===== config.mk =====
export PLATFORM = sky130hd
export DESIGN_NAME = ars_rx_status
export DESIGN_NICKNAME = d
export VERILOG_FILES = /design/src/ars_pkg.sv /design/src/ars_rx_status.sv
export SDC_FILE = /design/constraint.sdc
export NUM_CORES = 1
export LEC_CHECK = 0
export ABC_AREA = 1
export ABC_CLOCK_PERIOD_IN_PS = 27300
export BUFFER_PORTS_ARGS = -buffer_cell sky130_fd_sc_hd__buf_2
export CORE_UTILIZATION = 60
export CTS_BUF_LIST = sky130_fd_sc_hd__clkbuf_8
export CTS_CLUSTER_SIZE = 40
export DETAILED_ROUTE_END_ITERATION = 10
export GPL_TIMING_DRIVEN = 0
export PLACE_DENSITY = 0.86
export SKIP_LAST_GASP = 1
export SYNTH_ARGS = -nofsm -noshare
export SYNTH_HDL_FRONTEND = slang
export SYNTH_SLANG_ARGS = --single-unit

===== constraint.sdc =====
create_clock -name mclk_i -period 27.3 [get_ports mclk_i]
set_input_delay 4.095 -clock mclk_i [delete_from_list [all_inputs] [get_ports mclk_i]]
set_output_delay 4.095 -clock mclk_i [all_outputs]
set_load 0.005 [all_outputs]

===== src/ars_pkg.sv =====
// Constants, register map and field layout of the receiver error, status and interrupt block.
package ars_pkg;
	// Register indices; the byte address is four times the index.
	localparam logic [5:0] ARS_IDX_CTRL    = 6'h02;
	localparam logic [5:0] ARS_IDX_PATH    = 6'h04;
	localparam logic [5:0] ARS_IDX_FMASK   = 6'h0e;
	localparam logic [5:0] ARS_IDX_IMASK   = 6'h0f;
	localparam logic [5:0] ARS_IDX_IMODE   = 6'h10;
	localparam logic [5:0] ARS_IDX_FORMAT  = 6'h12;
	localparam logic [5:0] ARS_IDX_FFLAGS  = 6'h13;
	localparam logic [5:0] ARS_IDX_ISTAT   = 6'h14;
	localparam logic [5:0] ARS_IDX_BURST0  = 6'h2d;
	localparam logic [5:0] ARS_IDX_BURST3  = 6'h30;
	localparam int         ARS_AW          = 8;
	localparam int         ARS_DW          = 32;
	localparam logic [7:0] ARS_RST_BYTE    = 8'h00;
	// Control fields.
	localparam int ARS_CTRL_XTI      = 0;
	localparam int ARS_CTRL_IRQ_LO   = 1;
	localparam int ARS_PATH_HOLD_LO  = 0;
	localparam int ARS_PATH_PINCFG   = 2;
	localparam int ARS_PATH_DEEMPH   = 3;
	localparam int ARS_PATH_WCMASTER = 4;
	localparam int ARS_PATH_FALLEDGE = 5;
	localparam int ARS_PATH_DIRECT   = 6;
	// Fault bit positions, shared by mask and flag registers.
	localparam int ARS_F_WORD   = 0;
	localparam int ARS_F_LINE   = 1;
	localparam int ARS_F_JITTER = 2;
	localparam int ARS_F_VALID  = 3;
	localparam int ARS_F_UNLOCK = 4;
	localparam int ARS_F_STCRC  = 5;
	localparam int ARS_F_SUBCRC = 6;
	localparam int ARS_NFAULT   = 7;
	localparam logic [6:0] ARS_SAMPLE_FAULTS = 7'h1f;
	localparam logic [6:0] ARS_ALL_FAULTS    = 7'h7f;
	localparam logic [6:0] ARS_VALID_BIT     = 7'h08;
	// Interrupt sources and trigger modes.
	localparam int ARS_NIRQ = 4;
	typedef enum logic [1:0] {ARS_TRIG_LEVEL, ARS_TRIG_RISE, ARS_TRIG_FALL, ARS_TRIG_OFF} ars_trig_t;
	typedef enum logic [1:0] {ARS_HOLD_REPEAT, ARS_HOLD_MUTE, ARS_HOLD_PASS, ARS_HOLD_RSVD} ars_hold_t;
	typedef enum logic [1:0] {ARS_INT_LOW, ARS_INT_HIGH, ARS_INT_OD, ARS_INT_RSVD} ars_int_t;
	// Audio path and latency.
	localparam int ARS_SW          = 24;
	localparam int ARS_DEPTH       = 8;
	localparam int ARS_TAP_DIRECT  = 5;
	localparam int ARS_TAP_OTHER   = 7;
	localparam int ARS_CW          = 16;
	localparam int ARS_CLK_MHZ     = 100;
	localparam int ARS_SYNC_TMO_US = 100;
	localparam int ARS_SYNC_TMO_CYC = ARS_SYNC_TMO_US * ARS_CLK_MHZ;
endpackage


===== src/ars_rx_status.sv =====
// Receiver error flags, sample hold, format and interrupt reporting with an Avalon-MM register slave.
//
// Design decision made here: the Avalon-MM interface to the registers.
`timescale 1ns/1ps
`default_nettype none
module ars_rx_status #(
	parameter int SYNC_TMO_CYC = ars_pkg::ARS_SYNC_TMO_CYC
) (
	// Clock and reset.
	input  wire logic                      mclk_i,
	input  wire logic                      arst_n_i,
	// Avalon-MM slave.
	input  wire logic [ars_pkg::ARS_AW-1:0] avs_address_i,
	input  wire logic                      avs_read_i,
	input  wire logic                      avs_write_i,
	input  wire logic [ars_pkg::ARS_DW-1:0] avs_writedata_i,
	output logic      [ars_pkg::ARS_DW-1:0] avs_readdata_o,
	output logic                           avs_waitrequest_o,
	// Receiver decoder status, same clock.
	input  wire logic                      subframe_strobe_i,
	input  wire logic                      preamble_xz_i,
	input  wire logic                      preamble_y_i,
	input  wire logic                      word_check_error_i,
	input  wire logic                      line_code_error_i,
	input  wire logic                      jitter_margin_error_i,
	input  wire logic                      validity_error_i,
	input  wire logic                      unlock_error_i,
	input  wire logic                      status_block_checksum_error_i,
	input  wire logic                      subcode_checksum_error_i,
	input  wire logic                      burst_sync_i,
	input  wire logic                      cs_bit1_i,
	input  wire logic [4:0]                format_found_i,
	input  wire logic [31:0]               burst_preamble_i,
	// Audio samples.
	input  wire logic [ars_pkg::ARS_SW-1:0] sample_i,
	input  wire logic                      channel_b_i,
	output logic      [ars_pkg::ARS_SW-1:0] sample_o,
	output logic                           sample_valid_o,
	output logic                           slave_aligned_o,
	// Clock selection and de-emphasis.
	output logic                           clk_switch_xti_o,
	output logic                           deemph_bypass_o,
	output logic                           non_audio_o,
	// Fault outputs.
	output logic                           receive_fault_flag_o,
	output logic                           fault_flag_excluding_validity_o,
	output logic                           receive_fault_pulse_o,
	input  wire logic                      combined_fault_pin_i,
	output logic                           combined_fault_pin_o,
	output logic                           combined_fault_pin_oe_n_o,
	// Word clock pin.
	input  wire logic                      output_word_clock_i,
	output logic                           output_word_clock_o,
	output logic                           output_word_clock_oe_n_o,
	// Interrupt pin.
	output logic                           irq_o,
	output logic                           irq_oe_n_o
);
	import ars_pkg::*;

	logic [1:0] rst_sync_q;
	logic       rst_n;

	// Reset release passes two flops so that all logic leaves reset on one edge.
	always_ff @(posedge mclk_i or negedge arst_n_i) begin
		if (!arst_n_i) begin
			rst_sync_q <= 2'b00;
		end else begin
			rst_sync_q <= {rst_sync_q[0], 1'b1};
		end
	end
	assign rst_n = rst_sync_q[1];

	// Pin synchronisers; only the second stage is read.
	// They carry no reset, so the strap has passed both stages by the time the internal reset releases.
	logic [1:0] strap_s_q, wclk_s_q;
	always_ff @(posedge mclk_i) begin
		strap_s_q <= {strap_s_q[0], combined_fault_pin_i};
		wclk_s_q  <= {wclk_s_q[0], output_word_clock_i};
	end

	// Register file state.
	logic [7:0] ctrl_q, ctrl_d, path_q, path_d, fmask_q, fmask_d, imask_q, imask_d, imode_q, imode_d;
	logic [6:0] fflags_q, fflags_d;
	logic [3:0] istat_q, istat_d;
	logic       ack_q, ack_d;
	logic [31:0] rdata_q, rdata_d;
	logic       req, wr_acc, rd_acc;
	logic [5:0] idx;
	logic [6:0] err_now, err_unm, flag_set;
	logic [3:0] irq_set;

	assign req    = avs_read_i | avs_write_i;
	assign idx    = avs_address_i[7:2];
	assign wr_acc = avs_write_i & ack_q;
	assign rd_acc = avs_read_i & ack_q;
	// One wait state: read data is registered and is valid as waitrequest falls.
	assign avs_waitrequest_o = req & ~ack_q;
	assign avs_readdata_o    = rdata_q;

	// Reads a register by index; unmapped addresses read as zero.
	function automatic logic [7:0] reg_rd(input logic [5:0] i);
		logic [7:0] v;
		v = ARS_RST_BYTE;
		unique case (i)
			ARS_IDX_CTRL:   v = ctrl_q;
			ARS_IDX_PATH:   v = path_q;
			ARS_IDX_FMASK:  v = fmask_q;
			ARS_IDX_IMASK:  v = imask_q;
			ARS_IDX_IMODE:  v = imode_q;
			ARS_IDX_FORMAT: v = {3'b000, format_found_i};
			ARS_IDX_FFLAGS: v = {1'b0, fflags_q};
			ARS_IDX_ISTAT:  v = {4'h0, istat_q};
			default: begin
				if (i >= ARS_IDX_BURST0 && i <= ARS_IDX_BURST3) begin
					v = burst_preamble_i[8*(i-ARS_IDX_BURST0) +: 8];
				end
			end
		endcase
		return v;
	endfunction

	// Bus handshake, register writes and read-to-clear of the sticky flags.
	always_comb begin
		ack_d   = req & ~ack_q;
		rdata_d = rdata_q;
		if (req && !ack_q) begin
			rdata_d = {24'h00_0000, reg_rd(idx)};
		end
		ctrl_d  = ctrl_q;
		path_d  = path_q;
		fmask_d = fmask_q;
		imask_d = imask_q;
		imode_d = imode_q;
		if (wr_acc) begin
			unique case (idx)
				ARS_IDX_CTRL:  ctrl_d  = avs_writedata_i[7:0];
				ARS_IDX_PATH:  path_d  = avs_writedata_i[7:0];
				ARS_IDX_FMASK: fmask_d = avs_writedata_i[7:0];
				ARS_IDX_IMASK: imask_d = avs_writedata_i[7:0];
				ARS_IDX_IMODE: imode_d = avs_writedata_i[7:0];
				default:       ctrl_d  = ctrl_q;
			endcase
		end
		// A fault in the clearing cycle survives the read.
		fflags_d = ((rd_acc && idx == ARS_IDX_FFLAGS) ? 7'h00 : fflags_q) | flag_set;
		istat_d  = ((rd_acc && idx == ARS_IDX_ISTAT) ? 4'h0 : istat_q) | irq_set;
	end

	always_ff @(posedge mclk_i or negedge rst_n) begin
		if (!rst_n) begin
			ack_q    <= 1'b0;
			rdata_q  <= 32'h0000_0000;
			ctrl_q   <= ARS_RST_BYTE;
			path_q   <= ARS_RST_BYTE;
			fmask_q  <= ARS_RST_BYTE;
			imask_q  <= ARS_RST_BYTE;
			imode_q  <= ARS_RST_BYTE;
			fflags_q <= 7'h00;
			istat_q  <= 4'h0;
		end else begin
			ack_q    <= ack_d;
			rdata_q  <= rdata_d;
			ctrl_q   <= ctrl_d;
			path_q   <= path_d;
			fmask_q  <= fmask_d;
			imask_q  <= imask_d;
			imode_q  <= imode_d;
			fflags_q <= fflags_d;
			istat_q  <= istat_d;
		end
	end

	// Fault collection and level outputs.
	logic pincfg, strap_done_q, strap_done_d, strap_full_q, strap_full_d;
	logic receive_fault_flag_q, receive_fault_flag_d, fault_flag_excluding_validity_q, fault_flag_excluding_validity_d, pulse_q, pulse_d, full_sel;
	logic [6:0] eff_mask;

	assign pincfg   = path_q[ARS_PATH_PINCFG];
	assign full_sel = strap_full_q;
	assign err_now  = {subcode_checksum_error_i, status_block_checksum_error_i, unlock_error_i,
	                   validity_error_i, jitter_margin_error_i, line_code_error_i, word_check_error_i};
	// Pin configuration enables every fault, validity only when the full fault is chosen.
	assign eff_mask = pincfg ? (full_sel ? ARS_ALL_FAULTS : (ARS_ALL_FAULTS & ~ARS_VALID_BIT))
	                         : fmask_q[6:0];
	assign err_unm  = err_now & eff_mask;
	assign flag_set = subframe_strobe_i ? err_unm : 7'h00;

	always_comb begin
		strap_done_d = 1'b1;
		strap_full_d = strap_done_q ? strap_full_q : strap_s_q[1];
		receive_fault_flag_d  = receive_fault_flag_q;
		fault_flag_excluding_validity_d = fault_flag_excluding_validity_q;
		pulse_d = 1'b0;
		if (subframe_strobe_i) begin
			receive_fault_flag_d  = |err_unm;
			fault_flag_excluding_validity_d = |(err_unm & ~ARS_VALID_BIT);
			pulse_d = |err_unm;
		end
	end

	always_ff @(posedge mclk_i or negedge rst_n) begin
		if (!rst_n) begin
			strap_done_q <= 1'b0;
			strap_full_q <= 1'b0;
			receive_fault_flag_q       <= 1'b0;
			fault_flag_excluding_validity_q      <= 1'b0;
			pulse_q      <= 1'b0;
		end else begin
			strap_done_q <= strap_done_d;
			strap_full_q <= strap_full_d;
			receive_fault_flag_q       <= receive_fault_flag_d;
			fault_flag_excluding_validity_q      <= fault_flag_excluding_validity_d;
			pulse_q      <= pulse_d;
		end
	end

	assign receive_fault_flag_o            = receive_fault_flag_q;
	assign fault_flag_excluding_validity_o = fault_flag_excluding_validity_q;
	assign receive_fault_pulse_o           = pulse_q;
	// The pin stays released until the strap is caught, then drives the chosen fault.
	assign combined_fault_pin_o      = full_sel ? receive_fault_flag_q : fault_flag_excluding_validity_q;
	assign combined_fault_pin_oe_n_o = ~strap_done_q;
	assign clk_switch_xti_o = unlock_error_i & (ctrl_q[ARS_CTRL_XTI] | pincfg);

	// Compressed sync detection and non-audio indication.
	logic [31:0] tmo_q, tmo_d;
	logic        sync_q, sync_d;
	always_comb begin
		tmo_d  = tmo_q;
		sync_d = sync_q;
		if (burst_sync_i) begin
			sync_d = 1'b1;
			tmo_d  = 32'd0;
		end else if (sync_q) begin
			tmo_d = tmo_q + 32'd1;
			if (tmo_q >= 32'(SYNC_TMO_CYC) - 32'd1) begin
				sync_d = 1'b0;
			end
		end
	end
	always_ff @(posedge mclk_i or negedge rst_n) begin
		if (!rst_n) begin
			tmo_q  <= 32'd0;
			sync_q <= 1'b0;
		end else begin
			tmo_q  <= tmo_d;
			sync_q <= sync_d;
		end
	end
	assign non_audio_o     = sync_q | cs_bit1_i;
	assign deemph_bypass_o = path_q[ARS_PATH_DEEMPH] & non_audio_o;

	// Sample treatment and latency line; only the treated sample differs from normal audio.
	ars_hold_t hold_sel;
	logic [ARS_SW-1:0] dly_q [ARS_DEPTH];
	logic [ARS_SW-1:0] dly_d [ARS_DEPTH];
	logic [ARS_SW-1:0] prev_a_q, prev_a_d, prev_b_q, prev_b_d, treated, out_q, out_d;
	logic vld_q, vld_d, hit;

	assign hold_sel = pincfg ? ARS_HOLD_REPEAT : ars_hold_t'(path_q[ARS_PATH_HOLD_LO +: 2]);
	assign hit      = |(err_unm & ARS_SAMPLE_FAULTS) | (pincfg & |(err_unm & ~ARS_SAMPLE_FAULTS));

	always_comb begin
		treated = sample_i;
		if (hit) begin
			unique case (hold_sel)
				ARS_HOLD_REPEAT: treated = channel_b_i ? prev_b_q : prev_a_q;
				ARS_HOLD_MUTE:   treated = '0;
				default:         treated = sample_i;
			endcase
		end
		prev_a_d = prev_a_q;
		prev_b_d = prev_b_q;
		dly_d    = dly_q;
		out_d    = out_q;
		vld_d    = subframe_strobe_i;
		if (subframe_strobe_i) begin
			if (channel_b_i) begin
				prev_b_d = treated;
			end else begin
				prev_a_d = treated;
			end
			dly_d[0] = treated;
			for (int k = 1; k < ARS_DEPTH; k++) begin
				dly_d[k] = dly_q[k-1];
			end
			// Three frames in direct passthrough, four otherwise.
			out_d = path_q[ARS_PATH_DIRECT] ? dly_q[ARS_TAP_DIRECT] : dly_q[ARS_TAP_OTHER];
		end
	end
	always_ff @(posedge mclk_i or negedge rst_n) begin
		if (!rst_n) begin
			prev_a_q <= '0;
			prev_b_q <= '0;
			out_q    <= '0;
			vld_q    <= 1'b0;
			for (int k = 0; k < ARS_DEPTH; k++) begin
				dly_q[k] <= '0;
			end
		end else begin
			prev_a_q <= prev_a_d;
			prev_b_q <= prev_b_d;
			out_q    <= out_d;
			vld_q    <= vld_d;
			dly_q    <= dly_d;
		end
	end
	assign sample_o       = out_q;
	assign sample_valid_o = vld_q;

	// Word clock: driven from preambles as master, checked for alignment as slave.
	logic wc_q, wc_d, wprev_q, wprev_d, align_q, align_d, wedge, master;
	logic [ARS_CW-1:0] flen_q, flen_d, fcnt_q, fcnt_d, since_q, since_d, quarter;
	assign master  = path_q[ARS_PATH_WCMASTER];
	assign quarter = flen_q >> 2;
	assign wedge   = path_q[ARS_PATH_FALLEDGE] ? (wprev_q & ~wclk_s_q[1]) : (~wprev_q & wclk_s_q[1]);
	always_comb begin
		wc_d    = wc_q;
		wprev_d = wclk_s_q[1];
		align_d = 1'b0;
		fcnt_d  = (&fcnt_q) ? fcnt_q : fcnt_q + 1'b1;
		since_d = wedge ? '0 : ((&since_q) ? since_q : since_q + 1'b1);
		flen_d  = flen_q;
		if (preamble_xz_i) begin
			wc_d   = ~path_q[ARS_PATH_FALLEDGE];
			fcnt_d = '0;
			flen_d = fcnt_q;
			align_d = ~master & ((since_q <= quarter) | (since_q >= flen_q - quarter));
		end else if (preamble_y_i) begin
			wc_d = path_q[ARS_PATH_FALLEDGE];
		end
	end
	always_ff @(posedge mclk_i or negedge rst_n) begin
		if (!rst_n) begin
			wc_q    <= 1'b0;
			wprev_q <= 1'b0;
			align_q <= 1'b0;
			fcnt_q  <= '0;
			since_q <= '0;
			flen_q  <= '0;
		end else begin
			wc_q    <= wc_d;
			wprev_q <= wprev_d;
			align_q <= align_d;
			fcnt_q  <= fcnt_d;
			since_q <= since_d;
			flen_q  <= flen_d;
		end
	end
	assign output_word_clock_o      = master & wc_q;
	assign output_word_clock_oe_n_o = ~master;
	assign slave_aligned_o          = align_q;

	// Interrupt sources with per-source trigger mode and pin style.
	logic [3:0] cond, cprev_q, cprev_d;
	logic       irq_act;
	ars_int_t   int_style;
	assign cond = {sync_q, unlock_error_i, non_audio_o, receive_fault_flag_q};
	always_comb begin
		cprev_d = cond;
		irq_set = '0;
		for (int s = 0; s < ARS_NIRQ; s++) begin
			unique case (ars_trig_t'(imode_q[2*s +: 2]))
				ARS_TRIG_LEVEL: irq_set[s] = cond[s];
				ARS_TRIG_RISE:  irq_set[s] = cond[s] & ~cprev_q[s];
				ARS_TRIG_FALL:  irq_set[s] = ~cond[s] & cprev_q[s];
				default:        irq_set[s] = 1'b0;
			endcase
		end
	end
	always_ff @(posedge mclk_i or negedge rst_n) begin
		if (!rst_n) begin
			cprev_q <= 4'h0;
		end else begin
			cprev_q <= cprev_d;
		end
	end
	assign irq_act   = |(istat_q & imask_q[3:0]);
	assign int_style = ars_int_t'(ctrl_q[ARS_CTRL_IRQ_LO +: 2]);
	// Open drain pulls low only while asserted so several devices can share one line.
	assign irq_o      = (int_style == ARS_INT_HIGH) ? irq_act : (int_style == ARS_INT_OD ? 1'b0 : ~irq_act);
	assign irq_oe_n_o = (int_style == ARS_INT_OD) ? ~irq_act : 1'b0;
endmodule
`default_nettype wire


==> results of run 1 <==
## where the power goes
part	switching, mW	leakage, nW	internal [mW]	total, mW
logic	0.177	6.44	0.103	0.280
clock network	0.256	0.852	0.342	0.598
registers	0.0527	5.50	0.714	0.767
total	0.486	12.8	1.16	1.65
## registers in the layout (all words and copies together), names as in the netlist, 2 cells and up
register and count:
avs_readdata_o 8, cprev_q 4, prev_b_q 24, prev_a_q 24
flen_q 16, strap_s_q 2, since_q 16, tmo_q 32
ctrl_q 8, path_q 8, rst_sync_q 2, fcnt_q 16
dly_q 192, wclk_s_q 2, fmask_q 8, istat_q 4
imask_q 8, sample_o 24, fflags_q 7, imode_q 8
## how the worst max path moves through the flow
stage,from,endpoint,slack (ns)
final,avs_read_i,avs_waitrequest_o,17.72
after global routing,avs_read_i,avs_waitrequest_o,17.52
after CTS,avs_read_i,avs_waitrequest_o,17.71
after detailed placement,avs_read_i,avs_waitrequest_o,17.72
after global placement,rst_sync_q[1],sample_o[8],10.80
after floorplan,rst_sync_q[1],ack_q,14.73
## through the flow
stage | setup WS, ns | util (%)
2_1_floorplan | 14.73 | -
3_3_place_gp | 10.80 | 64.65
3_5_place_dp | 17.72 | 65.20
4_1_cts | 17.71 | 69.63
5_1_grt | 17.52 | 69.64
6_report | 17.72 | 69.65
## cell usage in the layout, fill, tap and decap left out, types with 3 or more instances in the layout
cell type / synthesis / layout
nor3_1: 36 / 36
buf_12: 2 / 3
bufinv_16: 0 / 5
nand2_1: 1116 / 1116
nor4_1: 4 / 4
nor2_2: 8 / 8
nand4_1: 22 / 22
diode_2: 0 / 3
clkinv_2: 0 / 8
o21ai_1: 18 / 18
a21oi_1: 40 / 40
dfrtp_1: 420 / 419
dfxtp_1: 4 / 4
clkbuf_1: 70 / 70
a21o_1: 3 / 3
xnor2_1: 6 / 6
o21ai_2: 25 / 25
clkbuf_8: 0 / 89
or2_2: 4 / 4
o31ai_1: 4 / 4
o21bai_1: 4 / 4
inv_1: 248 / 267
nand3_1: 87 / 87
buf_4: 26 / 26
buf_2: 19 / 157
buf_1: 3 / 3
xor2_1: 11 / 11
nor2_1: 146 / 146
buf_16: 0 / 6
clkinvlp_4: 0 / 3
conb_1: 2 / 26
o21ai_0: 238 / 238
nand2_2: 22 / 22
o211ai_1: 24 / 24
o22ai_1: 7 / 7
a31oi_1: 8 / 8
ha_1: 52 / 52
## cell type report
type / count / area [sq um] / area share [%]
inverter: 251 / 942.2 / 3.926
sequential: 424 / 10590 / 44.14
antenna: 3 / 7.507 / 0.03128
multi-input combinational: 1930 / 8851 / 36.88
buffer: 123 / 634.4 / 2.643
clock buffer: 89 / 1225 / 5.104
clock inverter: 37 / 301.5 / 1.256
timing repair buffer: 145 / 875.8 / 3.649
tap: 455 / 569.3 / 2.372
## layer usage
layer / up-vias / track usage, %
li1: 9008 / -
met1: 8846 / 40.94
met2: 615 / 48.93
met3: 116 / 4.880
met4: 0 / 11.26
met5: - / 0
## logic make-up (layout without fill, tap and decap cells)
family / Yosys count / after routing
DFF: 424 / 424
and+or+nand+nor: 1454 / 1454
muxes: 1 / 1
other: 2 / 29
AOI/OAI and AO/OA: 379 / 379
buffers and inverters: 374 / 645
adders and majority gates: 53 / 53
xor gates and xnor gates: 17 / 17
## worst max-delay path, stage by stage
cell and delay (ns):
buf_2 0.12, o21ai_1 0.57, clkinv_1 0.46, buf_2 0.25
==> results.py, run 1 <==
metrics = {
    "synth": {
        "synthAdderAreaFrac_pct": 3.205,
        "synthFlopType": "dfrtp_1",
        "yosysMostFrequentCell": "nand2_1",
        "yosys_warnings": 0,
        "synth-compound-area-share_pct": 10.13,
        "async_flop_share_pct": 99.06,
        "synthCells": 2704,
        "synth_common_cells": "nand2_1 (1116), dfrtp_1 (420), inv_1 (248), o21ai_0 (238), nor2_1 (146)",
        "synth_cell_type_count": 48,
        "synth_top_cell_area_share_pct": 50.22,
        "ys_seq_area_share_pct": 50.60,
        "synth.area.top_cells": "dfrtp_1 (50%), nand2_1 (20%), o21ai_0 (5.7%)",
        "muxShareOfSynthArea_pct": 0.05381,
        "ys_ff_latch": 424,
        "yosysTopAreaCell": "dfrtp_1",
        "yosys.area_share.simple_pct": 27.72,
        "synth_edf_count": 0,
        "synth_xor_area_share_pct": 0.7115,
        "synth_top_family_by_area": "simple AND/OR/NAND/NOR gates",
        "avgSynthCellArea_sq_um": 7.739,
        "syn-cell-area_sq_um": 20930,
    },
    "clocking": {
        "ctsResizeCount": 0,
        "postCtsHoldBufs": 0,
        "post-cts-setup-buffers": 0,
        "cts_tree": "yes",
        "clockRootBuffer": "clkbuf_8",
        "clk_pin_slew_worst_paths_ns": 0.06,
        "h-tree-depth": 3,
        "cts_buffers": 71,
        "cts_buffer_depth": 3,
        "cts.sinks": 424,
        "insertion_delay_ns": 0.61,
    },
    "timing": {
        "tns_ns": 0,
        "finalClockSkew_ns": 0.01912,
        "fin_crit_sh_pct": 35.11,
        "slew_viol_final": 0,
        "setup_violations": 0,
        "max_slew.worst_pin.slew_ns": 0.9210,
        "finalHoldViolCount": 0,
        "whs_ns": 0.1027,
        "rsz0062_at_grt": "false",
        "slew_headroom_pct": 38.13,
        "fin_crit_ns": 9.584,
        "fmax_mhz": 104.3,
    },
    "die": {
        "initial_utilization_pct": 60.73,
        "dieHeight_microns": 188.8,
        "die_w_microns": 188.8,
        "die-area_sq_um": 35630,
        "rows": 68,
        "core-area_sq_um": 34460,
        "io_pins": 191,
    },
    "status": {
        "status": "complete, no violations",
    },
    "global_route": {
        "overflow": 0,
        "antenna_found_initial": 3,
        "grt_use_total_pct": 30.15,
        "first_global_vias": 18037,
        "grt_max_degree": 72,
        "grt_first_pass_wirelength_microns": 87410,
    },
    "drt": {
        "via_per_inst": 5.376,
        "met1_length_microns": 22670,
        "wl_per_cell_microns": 15.10,
        "drtAntennaViolNets": 0,
        "remaining_drc_errors": 0,
        "highest_layer": "met4",
        "vias": 18585,
        "first_pass_iters": 6,
        "wl_met2_microns": 24800,
        "drt_iter0_drc": 1436,
        "wl_met3_microns": 3113,
        "drt_wl_total_microns": 52190,
    },
    "critical_path": {
        "rrSetupSlack_ns": 24.46,
        "cp.required_ns": 23.20,
        "crit_type": "in2out",
        "end_kind": "output port",
        "worstPathArrival_ns": 5.49,
        "worst_r2r_startpoint": "flen_q[2]",
        "cp-start-kind": "primary input",
        "crit_path_max_fanout": 10,
        "reg2reg_to": "slave_aligned_o",
        "rr_worst_depth": 19,
    },
    "finish": {
        "fin_area_sq_um": 24000,
        "fin_cells": 3457,
        "nNetsFinal": 3119,
        "fill_cells": 2756,
        "area_delta_synth_final_pct": 14.68,
        "drive_gt1_share_pct": 12.30,
    },
    "power": {
        "p_leak_nw": 12.78,
        "worst_ir_drop_vdd_mv": 0.05226,
        "power_density_nw_per_um2": 68.55,
        "total_power_mw": 1.645,
    },
    "place": {
        "dpl_cell_area_sq_um": 22470,
        "portBuffers": 138,
        "dp_hpwl_microns": 37790,
        "place_inst": 3328,
        "gp_congestion": 0.9121,
    },
    "worst_hold_path": {
        "hp-class": "reg2async",
    },
    "run": {
        "maxCapViolations": 0,
    },
}
Power figures use the tool's default switching activity.
==> run 2, diff against run 1 <==
--- a/config.mk
+++ b/config.mk
@@ -6,14 +6,14 @@
 export NUM_CORES = 1
 export LEC_CHECK = 0
 export ABC_AREA = 1
-export ABC_CLOCK_PERIOD_IN_PS = 27300
+export ABC_CLOCK_PERIOD_IN_PS = 8600
 export BUFFER_PORTS_ARGS = -buffer_cell sky130_fd_sc_hd__buf_2
-export CORE_UTILIZATION = 60
+export CORE_UTILIZATION = 56
 export CTS_BUF_LIST = sky130_fd_sc_hd__clkbuf_8
 export CTS_CLUSTER_SIZE = 40
 export DETAILED_ROUTE_END_ITERATION = 10
 export GPL_TIMING_DRIVEN = 0
-export PLACE_DENSITY = 0.86
+export PLACE_DENSITY = 0.85
 export SKIP_LAST_GASP = 1
 export SYNTH_ARGS = -nofsm -noshare
 export SYNTH_HDL_FRONTEND = slang
==> constraint.sdc (replaced) <==
create_clock -name mclk_i -period 8.6 [get_ports mclk_i]
set_input_delay 1.29 -clock mclk_i [delete_from_list [all_inputs] [get_ports mclk_i]]
set_output_delay 1.29 -clock mclk_i [all_outputs]
set_load 0.005 [all_outputs]
==> run 2 against run 1 <==
Against the previous run: worst setup slack lost 13 ns; register-to-register slack lost 19 ns; wire length shrank 0.60%; design area shrank 0.57%; critical path depth is the same; combinational power grew to 3.1 times the previous value; first-iteration DRC count shrank 5.7%; clock power grew to 2.9 times the previous value; clock skew grew 0.0031 ns; core utilization shrank 4.6 points; largest cell class unchanged; largest power group unchanged.
==> results.py, run 2 (synthesized netlist as in run 1, its figures left out) <==
metrics = {
    "status": {
        "status": "complete, no violations",
    },
    "global_route": {
        "grt_first_pass_wirelength_microns": 87570,
        "grt_use_total_pct": 28.17,
        "overflow": 0,
        "first_global_vias": 18311,
        "antenna_found_initial": 7,
        "grt_max_degree": 75,
    },
    "die": {
        "die_w_microns": 195.3,
        "rows": 70,
        "core-area_sq_um": 36700,
        "dieHeight_microns": 195.3,
        "die-area_sq_um": 38150,
        "io_pins": 191,
        "initial_utilization_pct": 57.03,
    },
    "critical_path": {
        "cp.required_ns": 7.31,
        "slowest_delay_ns": 0.49,
        "worstPathArrival_ns": 2.57,
        "cp-start-kind": "primary input",
        "crit_type": "in2out",
        "end_kind": "output port",
        "worst_path_most_repeated_cell": "buf_2",
        "cp_slowest_cell": "o21ai_1",
        "crit_chain": "buf_2 -> o21ai_1 -> clkinv_1 -> buf_2",
        "crit_path_max_fanout": 10,
    },
    "timing": {
        "fmax_mhz": 259.2,
        "slew_viol_final": 0,
        "slew_headroom_pct": 39.14,
        "finalClockSkew_ns": 0.02221,
        "tns_ns": 0,
        "rsz0062_at_grt": "false",
        "finalHoldViolCount": 0,
        "fin_crit_ns": 3.858,
        "fin_crit_sh_pct": 44.86,
        "max_slew.worst_pin.slew_ns": 0.9128,
        "setup_violations": 0,
    },
    "clocking": {
        "h-tree-depth": 3,
        "insertion_delay_ns": 0.63,
        "cts.sinks": 424,
        "postCtsHoldBufs": 0,
        "cts_tree": "yes",
        "cts_buffers": 71,
        "cts_buffer_depth": 3,
        "clk_pin_slew_worst_paths_ns": 0.06,
        "post-cts-setup-buffers": 0,
        "clockRootBuffer": "clkbuf_8",
        "ctsResizeCount": 0,
    },
    "drt": {
        "drtAntennaViolNets": 0,
        "via_per_inst": 5.303,
        "drt_iter0_drc": 1354,
        "vias": 18406,
        "remaining_drc_errors": 0,
        "drt_wl_total_microns": 51870,
        "first_pass_iters": 7,
        "wl_per_cell_microns": 14.94,
    },
    "finish": {
        "regMostFlops": "dly_q",
        "nNetsFinal": 3118,
        "most-common-layout-cells": "nand2_1 (1116), dfrtp_1 (419), inv_1 (269), o21ai_0 (238), buf_2 (157)",
        "drive_gt1_share_pct": 12.18,
        "top_regs": "dly_q: 192 flops, tmo_q: 32 flops",
        "final_common_cell": "nand2_1",
        "area_delta_synth_final_pct": 14.03,
        "largest_reg_flops": 192,
        "fin_util_pct": 65.03,
    },
    "place": {
        "dp_hpwl_microns": 38100,
        "portBuffers": 138,
        "gp_congestion": 0.9458,
    },
    "worst_hold_path": {
        "hp-class": "reg2reg",
    },
    "power": {
        "power_density_nw_per_um2": 211.8,
        "p_leak_nw": 12.72,
        "worst_ir_drop_vdd_mv": 0.1503,
    },
    "run": {
        "maxCapViolations": 0,
    },
}
-- run 2: changes by cell type in the layout (fill, tap and decap cells not counted) --
cell,previous run,this run
inv_6,1,2
clkinv_8,0,1
inv_1,267,269
clkinv_2,8,11
diode_2,3,6
clkbuf_8,89,86
buf_12,3,2
clkinv_4,1,0
inv_8,0,1
bufinv_16,5,0
-- run 2: final timing paths --
kind,startpoint,end,slack (ns),depth (start not counted)
min in group asynchronous,arst_n_i,rst_sync_q[1],0.45,1
max in group asynchronous,rst_sync_q[1],dly_q[9],6.68,3
worst max register to register,flen_q[4],slave_aligned_o,5.70,20
worst min register to register,strap_s_q[0],strap_s_q[1],0.33,0
worst min-delay path,strap_s_q[0],strap_s_q[1],0.33,0
worst max-delay path,avs_read_i,avs_waitrequest_o,4.74,4
-- run 2: final cells by class --
class / instances / area [sq um]
clock buffer: 86 / 1184
sequential: 424 / 10590
multi-input combinational: 1930 / 8851
inverter: 251 / 942.2
fill: 3054 / 12830
timing repair buffer: 144 / 855.8
buffer: 123 / 634.4
antenna: 6 / 15.01
clock inverter: 39 / 201.4
tap: 468 / 585.6
-- run 2: where the power goes --
| part | total (mW) | leakage, nW | internal [mW] | switching (mW) |
|---|---|---|---|---|
| combinational | 0.879 | 6.43 | 0.327 | 0.553 |
| sequential | 2.44 | 5.50 | 2.27 | 0.171 |
| clock | 1.74 | 0.796 | 0.914 | 0.822 |
| total | 5.05 | 12.7 | 3.51 | 1.55 |
-- run 2: worst max-delay path: cells and delay by family --
| kind | cells | cell delay [ns] |
|---|---|---|
| compound gates | 1 | 0.49 |
| buf+inv | 3 | 0.79 |
-- run 2: metrics by stage --
stage	power (mW)	setup WS [ns]	instance area [sq um]	hold slack, ns	instances
after floorplan	3.040	1.750	21020	0.3096	2728
after global placement	3.273	-0.4066	22300	0.3117	3334
after detailed placement	3.339	4.708	22460	0.3121	3340
after CTS	5.088	4.705	23850	0.3265	3465
after global routing	5.346	4.617	23850	0.3376	3467
final	5.054	4.742	23860	0.3265	3471
-- run 2: metal layers --
layer  global-route usage, %  vias to the layer above  share of wire (%)
met4                   11.43                        2                2.9
met2                   46.08                      633                 47
met1                   36.60                     8639                 43
li1                        -                     9003                  -
met5                       0                        -              0.021
met3                   5.976                      129                7.1
==> run 3, diff against run 2 <==
--- a/config.mk
+++ b/config.mk
@@ -5,15 +5,15 @@
 export SDC_FILE = /design/constraint.sdc
 export NUM_CORES = 1
 export LEC_CHECK = 0
-export ABC_AREA = 1
-export ABC_CLOCK_PERIOD_IN_PS = 8600
+export ABC_AREA = 0
+export ABC_CLOCK_PERIOD_IN_PS = 3600
 export BUFFER_PORTS_ARGS = -buffer_cell sky130_fd_sc_hd__buf_2
-export CORE_UTILIZATION = 56
+export CORE_UTILIZATION = 60
 export CTS_BUF_LIST = sky130_fd_sc_hd__clkbuf_8
 export CTS_CLUSTER_SIZE = 40
 export DETAILED_ROUTE_END_ITERATION = 10
 export GPL_TIMING_DRIVEN = 0
-export PLACE_DENSITY = 0.85
+export PLACE_DENSITY = 0.87
 export SKIP_LAST_GASP = 1
 export SYNTH_ARGS = -nofsm -noshare
 export SYNTH_HDL_FRONTEND = slang
==> constraint.sdc (replaced) <==
create_clock -name mclk_i -period 3.6 [get_ports mclk_i]
set_input_delay 0.54 -clock mclk_i [delete_from_list [all_inputs] [get_ports mclk_i]]
set_output_delay 0.54 -clock mclk_i [all_outputs]
set_load 0.005 [all_outputs]
==> run 3 against run 2 <==
Against the previous run: global-route usage fell by 0.48 points; clock power up 130%; register-to-register slack got worse by 5.5 ns; final cell count down 30%; core utilization up 4.8 points; sequential share of layout area rose by 2.2 points; synthesized cell count decreased by 38%; die area fell by 11%; critical path depth increased by 10; worst hold slack got worse by 0.28 ns; wire length down 12%; critical endpoint is now slave_aligned_o.
==> results.py, run 3 <==
metrics = {
    "drt": {
        "first_pass_iters": 9,
        "drtAntennaViolNets": 0,
        "via_per_inst": 5.965,
        "drt_iter0_drc": 1242,
        "drt_wl_total_microns": 45650,
        "wl_per_cell_microns": 18.84,
        "vias": 14453,
        "remaining_drc_errors": 0,
    },
    "power": {
        "power_density_nw_per_um2": 582.5,
        "p_leak_nw": 10.51,
        "total_power_mw": 13.24,
        "worst_ir_drop_vdd_mv": 0.3898,
    },
    "timing": {
        "finalHoldViolCount": 0,
        "fin_crit_ns": 3.413,
        "max_slew.worst_pin.slew_ns": 0.8620,
        "rsz0062_at_grt": "false",
        "slew_headroom_pct": 42.53,
        "fin_crit_sh_pct": 94.80,
        "setup_violations": 0,
        "fmax_mhz": 293.0,
        "slew_viol_final": 0,
        "whs_ns": 0.04683,
        "layout_setup_ws_ns": 0.1873,
        "finalClockSkew_ns": 0.03270,
    },
    "place": {
        "pre_cts_slack_ns": 0.08020,
        "place_inst": 2295,
        "gp_congestion": 0.8831,
        "dpl_cell_area_sq_um": 21350,
        "dp_hpwl_microns": 32430,
        "portBuffers": 136,
    },
    "clocking": {
        "post-cts-setup-buffers": 0,
        "h-tree-depth": 3,
        "insertion_delay_ns": 0.61,
        "cts_buffers": 70,
        "clk_pin_slew_worst_paths_ns": 0.06,
        "cts_buffer_depth": 3,
        "cts_tree": "yes",
        "cts.sinks": 424,
        "clockRootBuffer": "clkbuf_8",
    },
    "synth": {
        "async_flop_share_pct": 99.06,
        "synth.area.top_cells": "dfrtp_1 (53%), mux2_2 (12%), ha_1 (3.2%)",
        "ys_ff_latch": 424,
        "avgSynthCellArea_sq_um": 11.77,
        "synthCells": 1687,
        "synth_edf_count": 0,
        "synthFlopType": "dfrtp_1",
        "synth_top_cell_area_share_pct": 52.92,
        "synth_common_cells": "dfrtp_1 (420), mux2_2 (211), nor2_1 (116), nand2_1 (90), a21oi_1 (84)",
        "ys_seq_area_share_pct": 53.33,
        "syn-cell-area_sq_um": 19860,
        "yosysMostFrequentCell": "dfrtp_1",
        "yosysTopAreaCell": "dfrtp_1",
        "synth_cell_type_count": 69,
        "yosys_warnings": 0,
    },
    "finish": {
        "drive_gt1_share_pct": 26.10,
        "largest_reg_flops": 192,
        "most-common-layout-cells": "dfrtp_1 (419), mux2_2 (211), buf_2 (151), nor2_1 (116), nand2_1 (90)",
        "nNetsFinal": 2098,
        "area_delta_synth_final_pct": 14.48,
        "fill_cells": 2291,
        "final_common_cell": "dfrtp_1",
        "regMostFlops": "dly_q",
        "fin_cells": 2423,
        "top_regs": "dly_q: 192 flops, tmo_q: 32 flops",
        "fin_area_sq_um": 22730,
    },
    "critical_path": {
        "worstPathArrival_ns": 3.89,
        "worst_path_most_repeated_cell": "o21ai_1",
        "cp_num_buf_inv": 1,
        "crit_path_max_fanout": 4,
        "cp_top_family": "compound AO/OA/AOI/OAI gates",
        "cp_slowest_cell": "fa_1",
        "end_kind": "register",
        "crit_type": "reg2reg",
        "cp-start-kind": "register",
        "cp.required_ns": 4.07,
        "crit_chain": "ha_1 -> inv_1 -> fa_1 -> a211o_1 -> a211oi_2 -> o21ai_1 -> a31oi_1 -> o21ai_1 -> xnor2_1 -> ha_1 -> nor2b_1 -> o21ai_1 -> a31oi_1 -> a211o_1",
        "slowest_delay_ns": 0.43,
    },
    "worst_hold_path": {
        "hp-class": "in2reg",
    },
    "global_route": {
        "antenna_found_initial": 6,
        "first_global_vias": 14814,
        "grt_max_degree": 71,
        "grt_use_total_pct": 27.69,
        "overflow": 0,
        "grt_first_pass_wirelength_microns": 74580,
    },
    "die": {
        "die-area_sq_um": 33830,
        "io_pins": 191,
        "die_w_microns": 183.9,
        "initial_utilization_pct": 61.04,
        "dieHeight_microns": 183.9,
        "core-area_sq_um": 32540,
        "rows": 66,
    },
    "run": {
        "maxCapViolations": 0,
    },
    "status": {
        "status": "complete, no violations",
    },
}
==> run 3: cell types whose count changed after synthesis, moves of 33 or more <==
| cell | change |
|---|---|
| inv_1 | -215 |
| a221o_1 | +33 |
| mux2i_1 | +53 |
| mux2_2 | +210 |
| a21oi_1 | +44 |
| nand3_1 | -52 |
| o21ai_0 | -177 |
| nand2_1 | -1026 |
| a22oi_1 | +39 |
==> run 3: layout make-up <==
cell class	instances	area (sq um)	area share, %
clock inverter	40	215.2	0.9466
sequential	424	10590	46.60
clock buffer	83	1142	5.025
timing repair buffer	143	855.8	3.764
multi-input combinational	1140	8673	38.15
antenna	4	10.01	0.04403
tap	442	553.0	2.433
inverter	33	123.9	0.5449
buffer	114	566.8	2.493
==> run 3: per-layer routing <==
| metal | global-route usage [%] | part of all wire, % |
|---|---|---|
| met3 | 5.903 | 6.6 |
| met2 | 45.94 | 49 |
| met5 | 0 | 0.059 |
| met1 | 35.59 | 41 |
| met4 | 10.90 | 2.8 |
==> run 3: repair_timing <==
item / 4_1_cts / 5_1_grt
hold buffers: 1 / 0
hold endpoints to repair: 2 / 0
gates resized for setup: 0 / 4
setup endpoints to repair: 0 / 1
==> run 3: where the power goes <==
| group | total [mW] | leakage [nW] | switching [mW] | internal, mW |
|---|---|---|---|---|
| sequential | 6.68 | 5.33 | 0.788 | 5.90 |
| combinational | 2.49 | 4.38 | 1.16 | 1.33 |
| clock | 4.07 | 0.803 | 1.89 | 2.18 |
==> run 3: cell families (layout without fill, tap and decap cells) <==
group / after synthesis / count (layout) / synth area share, %
buffers and inverters: 147 / 413 / 3.478
multiplexers: 273 / 273 / 15.60
AO/OA/AOI/OAI: 299 / 299 / 10.10
flip-flops: 424 / 424 / 53.33
adder cells (fa/ha/maj): 52 / 52 / 3.314
XOR/XNOR: 65 / 65 / 2.867
AND/OR/NAND/NOR: 425 / 425 / 11.28
other: 2 / 30 / 0.03782
==> run 3: final timing paths <==
check                      slack (ns)  depth (start not counted)               to            startpoint
max                              0.19                         14  slave_aligned_o             flen_q[2]
min                              0.05                          1     strap_s_q[0]  combined_fault_pin_i
max reg2reg                      0.19                         14  slave_aligned_o             flen_q[2]
min reg2reg                      0.33                          0      wclk_s_q[1]           wclk_s_q[0]
max in group asynchronous        1.44                          4  slave_aligned_o         rst_sync_q[1]
min in group asynchronous        0.27                          2    rst_sync_q[1]              arst_n_i
==> run 3: stage by stage <==
stage	setup TNS, ns	util [%]
after floorplan	-216.91	-
after global placement	-724.54	65.12
after detailed placement	0	65.62
after CTS	0	69.83
after global routing	0	69.86
final	0	69.87
